$ cat config.mk
export PLATFORM = sky130hd
export DESIGN_NAME = bssc_top
export DESIGN_NICKNAME = d
export VERILOG_FILES = /design/src/design/bssc_pkg.sv /design/src/design/bssc_sync.sv /design/src/design/bssc_top.sv
export SDC_FILE = /design/constraint.sdc
export NUM_CORES = 1
export LEC_CHECK = 0
export BUFFER_PORTS_ARGS = -buffer_cell sky130_fd_sc_hd__buf_2
export CELL_PAD_IN_SITES_DETAIL_PLACEMENT = 0
export CELL_PAD_IN_SITES_GLOBAL_PLACEMENT = 2
export CORE_MARGIN = 2
export CORE_UTILIZATION = 34
export DETAILED_ROUTE_END_ITERATION = 10
export PLACE_DENSITY = 0.9
export SLEW_MARGIN = 25
export SYNTH_ARGS = -nofsm -noshare
export SYNTH_HDL_FRONTEND = slang
export SYNTH_HIERARCHICAL = 1
export SYNTH_SLANG_ARGS = --single-unit
export TNS_END_PERCENT = 5
$ cat constraint.sdc
create_clock -name I_CORE_CLK -period 2.1 [get_ports I_CORE_CLK]
set_input_delay 0.21 -clock I_CORE_CLK [delete_from_list [all_inputs] [get_ports I_CORE_CLK]]
set_output_delay 0.21 -clock I_CORE_CLK [all_outputs]
set_load 0.01 [all_outputs]
$ cat src/design/bssc_pkg.sv
package bssc_pkg;

  // Position of the scope select bit in its configuration word
  localparam int unsigned BSSC_SCOPE_BIT = 12;
  // Reset values of the two configuration bits
  localparam logic BSSC_SCOPE_RST = 1'h0;
  localparam logic BSSC_OPT_RST = 1'h0;
  // Bus indices
  localparam logic BSSC_BUS_A = 1'h0;
  localparam logic BSSC_BUS_B = 1'h1;
  // Number of input synchroniser stages
  localparam int unsigned BSSC_SYNC_STAGES = 3;

  // Shutdown command presented by the protocol engine
  typedef struct packed {
    logic valid;    // Fully validated mode command, one-cycle pulse
    logic selected; // Selected transmitter shutdown (else plain)
    logic target;   // Bus to shut down (the inactive bus)
    logic restore;  // Override command re-enabling the target bus
  } bssc_cmd_type;

  // Per-bus enables
  typedef struct packed {
    logic tx_en;
    logic rx_en;
  } bssc_bus_en_type;

  // Shutdown state of one bus
  typedef enum logic [2:0] {
    BSSC_ST_ACTIVE = 3'h1,
    BSSC_ST_MUTE = 3'h2,
    BSSC_ST_FULL = 3'h4
  } bssc_state_type;

endpackage

$ cat src/design/bssc_sync.sv
`timescale 1ns/1ps
`default_nettype none
module bssc_sync
  import bssc_pkg::*;
(
  // Clock and reset
  input wire logic i_clk,
  input wire logic i_rst,
  // Asynchronous level in, filtered level out
  input wire logic i_async,
  output logic o_level
);

  // Three-stage chain; only stages two and three feed the compare
  logic [BSSC_SYNC_STAGES-1:0] chain_r;

  // Shift chain
  always_ff @(posedge i_clk) begin
    if (i_rst) begin
      chain_r <= '0;
    end else begin
      chain_r <= {chain_r[BSSC_SYNC_STAGES-2:0], i_async};
    end
  end

  // Accept a change only when the last two stages agree
  always_ff @(posedge i_clk) begin
    if (i_rst) begin
      o_level <= 1'h0;
    end else if (chain_r[1] == chain_r[2]) begin
      o_level <= chain_r[2];
    end
  end

endmodule
`default_nettype wire

$ cat src/design/bssc_top.sv
// Function
// - Scope select matters only when option bit low
// - Both low: shutdown kills inactive tx and rx
// - Master reset clears scope and option bits
// - Scope high: kill inactive transmitter only
// - Muted bus still processes and stores commands
// - Muted bus carries no status or data, save a reply asked for in its shutdown cycle
// - Test word flags show automatic shutdown taken
`timescale 1ns/1ps
`default_nettype none
module bssc_top
  import bssc_pkg::*;
(
  // Clock and reset
  input wire logic I_CORE_CLK,
  input wire logic I_SYS_RST,
  // Configuration from the host, asynchronous pin levels
  input wire logic I_SHUTDOWN_SCOPE_SELECT,
  input wire logic I_MODE_CODE_SHUTDOWN_OPTION,
  input wire logic I_CFG_WE,
  // Mode command from the protocol engine, same clock
  input wire bssc_cmd_type I_CMD,
  // Reply request from the protocol engine, same clock
  input wire logic I_REPLY_REQ,
  input wire logic I_REPLY_BUS,
  // Bus enables
  output logic [1:0] O_TX_EN,
  output logic [1:0] O_RX_EN,
  output logic [1:0] O_RX_PROCESS,
  // Reply gate towards the encoder
  output logic O_REPLY_GO,
  output logic O_REPLY_SUPPRESSED,
  // Built-in test word flags
  output logic [1:0] O_BIT_TX_SHUT,
  output logic [1:0] O_BIT_RX_SHUT,
  // Current configuration as held
  output logic O_SCOPE_SELECT,
  output logic O_SHUTDOWN_OPTION
);

  // Synchronised configuration levels
  logic scope_sync;
  logic opt_sync;
  logic we_sync;
  // Previous write-enable level for edge detection
  logic we_prev_r;
  // Held configuration bits
  // Option high hands the shutdown decision back to the host
  logic scope_r;
  logic opt_r;
  // Per-bus shutdown state
  // One-hot code per bus; index 0 is bus A, index 1 is bus B
  bssc_state_type state_r [2];
  bssc_state_type state_nxt [2];

  // Pins come from the host domain and need filtering
  // A pin may change at any time against the core clock, so each one
  // passes its own filter; the strobe is filtered the same way so it
  // cannot overtake the levels that it qualifies
  bssc_sync u_sync_scope (
    .i_clk(I_CORE_CLK),
    .i_rst(I_SYS_RST),
    .i_async(I_SHUTDOWN_SCOPE_SELECT),
    .o_level(scope_sync)
  );
  bssc_sync u_sync_opt (
    .i_clk(I_CORE_CLK),
    .i_rst(I_SYS_RST),
    .i_async(I_MODE_CODE_SHUTDOWN_OPTION),
    .o_level(opt_sync)
  );
  bssc_sync u_sync_we (
    .i_clk(I_CORE_CLK),
    .i_rst(I_SYS_RST),
    .i_async(I_CFG_WE),
    .o_level(we_sync)
  );

  // Write-enable edge tracker
  // Resets low, the idle level of the strobe pin, so that no false
  // load edge follows reset
  always_ff @(posedge I_CORE_CLK) begin
    if (I_SYS_RST) begin
      we_prev_r <= 1'h0;
    end else begin
      we_prev_r <= we_sync;
    end
  end

  // Configuration bits, loaded on a write-enable rising edge
  always_ff @(posedge I_CORE_CLK) begin
    if (I_SYS_RST) begin
      scope_r <= BSSC_SCOPE_RST;
      opt_r <= BSSC_OPT_RST;
    end else if (we_sync && !we_prev_r) begin
      // Scope stays as written; low is the advised setting
      scope_r <= scope_sync;
      opt_r <= opt_sync;
    end
  end

  // Next state per bus
  for (genvar b = 0; b < 2; b++) begin : g_next
    always_comb begin
      state_nxt[b] = state_r[b];
      // Only a validated command for this bus changes anything
      // Plain and selected shutdown are treated alike here; the engine
      // has already decided that this bus is the inactive one
      if (I_CMD.valid && (I_CMD.target == 1'(b))) begin
        if (I_CMD.restore) begin
          // Override command brings the bus back
          state_nxt[b] = BSSC_ST_ACTIVE;
        end else if (!opt_r) begin
          // Automatic shutdown only with option low
          if (scope_r) begin
            state_nxt[b] = BSSC_ST_MUTE;
          end else begin
            state_nxt[b] = BSSC_ST_FULL;
          end
        end
        // Option high leaves the action to the host
      end
    end
  end

  // Shutdown state, held until reset or a later command
  // A restore command is the only way back to active besides reset
  for (genvar b = 0; b < 2; b++) begin : g_state
    always_ff @(posedge I_CORE_CLK) begin
      if (I_SYS_RST) begin
        state_r[b] <= BSSC_ST_ACTIVE;
      end else begin
        state_r[b] <= state_nxt[b];
      end
    end
  end

  // Bus enables and test word flags, registered per bus
  // Driven from the next state so they move at the edge that takes
  // the command; the cost is a deeper cone in front of each flop
  for (genvar b = 0; b < 2; b++) begin : g_out
    always_ff @(posedge I_CORE_CLK) begin
      if (I_SYS_RST) begin
        O_TX_EN[b] <= 1'h1;
        O_RX_EN[b] <= 1'h1;
        O_RX_PROCESS[b] <= 1'h1;
        O_BIT_TX_SHUT[b] <= 1'h0;
        O_BIT_RX_SHUT[b] <= 1'h0;
      end else begin
        case (state_nxt[b])
          BSSC_ST_ACTIVE: begin
            O_TX_EN[b] <= 1'h1;
            O_RX_EN[b] <= 1'h1;
            O_RX_PROCESS[b] <= 1'h1;
            O_BIT_TX_SHUT[b] <= 1'h0;
            O_BIT_RX_SHUT[b] <= 1'h0;
          end
          BSSC_ST_MUTE: begin
            // Receiver keeps decoding and storing data
            O_TX_EN[b] <= 1'h0;
            O_RX_EN[b] <= 1'h1;
            O_RX_PROCESS[b] <= 1'h1;
            O_BIT_TX_SHUT[b] <= 1'h1;
            O_BIT_RX_SHUT[b] <= 1'h0;
          end
          BSSC_ST_FULL: begin
            O_TX_EN[b] <= 1'h0;
            O_RX_EN[b] <= 1'h0;
            O_RX_PROCESS[b] <= 1'h0;
            O_BIT_TX_SHUT[b] <= 1'h1;
            O_BIT_RX_SHUT[b] <= 1'h1;
          end
          default: begin
            // Illegal code: fail safe to full shutdown
            O_TX_EN[b] <= 1'h0;
            O_RX_EN[b] <= 1'h0;
            O_RX_PROCESS[b] <= 1'h0;
            O_BIT_TX_SHUT[b] <= 1'h1;
            O_BIT_RX_SHUT[b] <= 1'h1;
          end
        endcase
      end
    end
  end

  // Reply gate: a muted bus carries neither status nor data
  // Limitation: a reply asked for in the very cycle of a shutdown still
  // passes if the bus was active then; the engine never overlaps them
  always_ff @(posedge I_CORE_CLK) begin
    if (I_SYS_RST) begin
      O_REPLY_GO <= 1'h0;
      O_REPLY_SUPPRESSED <= 1'h0;
    end else if (I_REPLY_REQ) begin
      // Uses current state so a same-cycle command affects later replies
      if (state_r[I_REPLY_BUS] == BSSC_ST_ACTIVE) begin
        O_REPLY_GO <= 1'h1;
        O_REPLY_SUPPRESSED <= 1'h0;
      end else begin
        O_REPLY_GO <= 1'h0;
        O_REPLY_SUPPRESSED <= 1'h1;
      end
    end else begin
      O_REPLY_GO <= 1'h0;
      O_REPLY_SUPPRESSED <= 1'h0;
    end
  end

  // Mirror of held configuration
  // Lets the host read back what was loaded, one cycle behind the load
  always_ff @(posedge I_CORE_CLK) begin
    if (I_SYS_RST) begin
      O_SCOPE_SELECT <= BSSC_SCOPE_RST;
      O_SHUTDOWN_OPTION <= BSSC_OPT_RST;
    end else begin
      O_SCOPE_SELECT <= scope_r;
      O_SHUTDOWN_OPTION <= opt_r;
    end
  end

endmodule
`default_nettype wire

==> flow_metrics.tcl <==
set metrics [dict create \
    cts_root_buffer "clkbuf_4" \
    path_class "flip-flop to flip-flop" \
    vdd_drop_max_mv 0.396 \
    cp-startpoint "opt_r" \
    cp-start-kind "flip-flop" \
    die_h_um 62.4 \
    swShare 0.246 \
    cts_sinks 33 \
    hold-worst-slack_ps 77.8 \
    final_common_cell "dfxtp_1" \
    slowest_stage "dfxtp_1" \
    diodes 0 \
    grt_util_all_layers 0.112 \
    postCtsSetupRepairBufs 0 \
    core_mm2 0.00331 \
    power_switching_w 0.000270 \
    pre_cts_ws_ps 659 \
    die_w_um 62.4 \
    r2r_start "opt_r" \
    grt_pass1_wl_um 3370 \
    ys_warn_count 6 \
    cp_max_fo 14 \
    status "finished, final reports clean" \
    antenna_found_initial 0 \
    hold_class "input pin to flip-flop" \
    synth_top_area_cell "dfxtp_1" \
    clock_path_buffers 2 \
    fp.dieArea_mm2 0.00389 \
    arrival_ps 1670 \
    overflow 0 \
    end_kind "flip-flop" \
    grt_max_degree 29 \
    dr_total_vias 846 \
    max_slew_margin 0.693 \
    finish.utilization 0.409 \
    viasPerCell 4.52 \
    ys_seq_elements 33 \
    hold_start "I_MODE_CODE_SHUTDOWN_OPTION" \
    initial_utilization 0.350 \
    p_int_w 0.000826 \
    comb_power_share 0.092 \
    seqCellArea_um2 661 \
    drv_cap 0 \
    numCtsBuffers 5 \
    fin_worst_skew_ps 5.52 \
    tns_ps 0 \
    synth_area_mm2 0.00116 \
    pwr-share-seq 0.605 \
    wl_per_cell_um 10.4 \
    numPortBuffers 23 \
    yosysUniqueCellTypes 33 \
    grt_pass1_vias 790 \
    power_frac_clock 0.303 \
    yosysSeqAreaShare 0.570 \
    netlist_instances 115 \
    drive_gt1_frac 0.262 \
    max_freq_ghz 0.687 \
    hold_viol 0 \
    timing.final.crit_share 0.693 \
    syn_avg_cell_area_um2 10.1 \
    p_leak_nw 0.559 \
    worst_slack_ps 644 \
    syn_to_final_growth_pct 16.8 \
    min_period_ps 1460 \
    final_cell_mix "dfxtp_1, buf_2, nor2_1, nor2b_1, a21oi_1" \
    drc 0 \
    finalMaxSlewViolations 0 \
    cts_resized 0 \
    cp_slowest_stage_delay_ps 610 \
    multi_input_comb_area_um2 463 \
    drt-initial-drc-count 34 \
    clk_pin_slew_worst_paths_ps 90 \
    rows 21 \
    power.density_mw_per_mm2 809 \
    place_congestion 0.659 \
    drt_pass1_iterations 4 \
    synth_top_area_frac 0.570 \
    ant_nets 0 \
    layout.nets 151 \
    synth_fp_nets 126 \
    hpwl_um 1280 \
    required_ps 2320 \
    synth_area_leaders "dfxtp_1, nor2b_1, nor2_1" \
    htree_levels 2 \
    tritoncts "yes" \
    wl_um 1940 \
    fillers 351 \
    hold_buffers 0 \
    clock_latency_ps 330 \
    setup_viol 0 \
    cp_cell_sequence "and2b_1 -> a32oi_1 -> a2bb2oi_1 -> nor2_1" \
    reg2reg_slack_ps 640 \
    io_pins 25 \
    rsz0062_at_grt "false" \
    worst_pin_slew_ps 460 \
    p_total_w 0.00110 \
]
==> worst paths after layout <==
path	endpoint	cells after the start
worst max-delay path	state_r[1][1]	4
worst min-delay path	u_sync_opt/chain_r[0]	2
worst max register to register	state_r[1][1]	4
worst min register to register	u_sync_opt/chain_r[1]	1
==> kinds of logic after synthesis <==
group,share of synthesized area
AO/OA/AOI/OAI,0.173
XOR/XNOR,0.0151
buffers and inverters,0.0313
flip-flops,0.570
multiplexers,0.0173
AND/OR/NAND/NOR,0.194
==> area by class of cell <==
class / count / share of cell area
Sequential cell: 33 / 0.488
Multi-Input combinational cell: 75 / 0.342
Timing Repair Buffer: 23 / 0.0849
Tap cell: 46 / 0.0425
Clock buffer: 6 / 0.0305
Clock inverter: 2 / 0.00739
Inverter: 2 / 0.00554
==> through the flow <==
step | area [µm²] | std cells
finish | 1360 | 187
global route | 1360 | 187
CTS | 1360 | 187
detailed placement | 1300 | 179
global placement | 1300 | 179
floorplan | 1160 | 115
==> cells in the mapped netlist (all sizes together) <==
cell type / number
and2: 1
and2b: 2
mux2i: 2
or2: 1
a2bb2oi: 3
nand2b: 2
a21oi: 8
a22oi: 2
xor2: 1
a21o: 1
nand2: 8
o21bai: 1
a211oi: 1
buf: 4
a221oi: 1
nand4bb: 1
a31oi: 1
a32oi: 1
or3b: 1
o21a: 2
nor2b: 13
nor2: 13
clkbuf: 1
o21ai: 8
xnor2: 1
inv: 2
dfxtp: 33
==> worst max-delay path, delay by kind of cell, from the launching register on <==
family / cells / cell delay [ps]
simple gates: 2 / 330
flops: 1 / 610
compound gates: 2 / 400
==> state kept, by name, summed over array words and instances, names as in the netlist <==
signal                flops
O_BIT_RX_SHUT             2
O_BIT_TX_SHUT             2
O_REPLY_GO                1
O_REPLY_SUPPRESSED        1
O_RX_PROCESS              2
O_SCOPE_SELECT            1
O_SHUTDOWN_OPTION         1
O_TX_EN                   2
opt_r                     1
scope_r                   1
state_r                   6
u_sync_opt/chain_r        3
u_sync_opt/o_level        1
u_sync_scope/chain_r      3
u_sync_scope/o_level      1
u_sync_we/chain_r         3
u_sync_we/o_level         1
we_prev_r                 1
==> power groups by stage <==
stage	combinational (W)	clock, W	sequential [W]
6_report	0.000101	0.000332	0.000662
5_1_grt	0.000114	0.000385	0.000666
4_1_cts	0.000102	0.000349	0.000663
3_5_place_dp	0.000102	0	0.000677
3_3_place_gp	0.000101	0	0.000676
2_1_floorplan	0.0000580	0	0.000685
==> per-layer routing <==
layer,global-route usage,vias to the layer above,share of wire
met5,0,-,0
met4,0.0750,0,0.020
met3,0.0541,4,0.071
met2,0.161,26,0.43
met1,0.131,378,0.48
li1,-,438,-
Power figures use the tool's default switching activity.
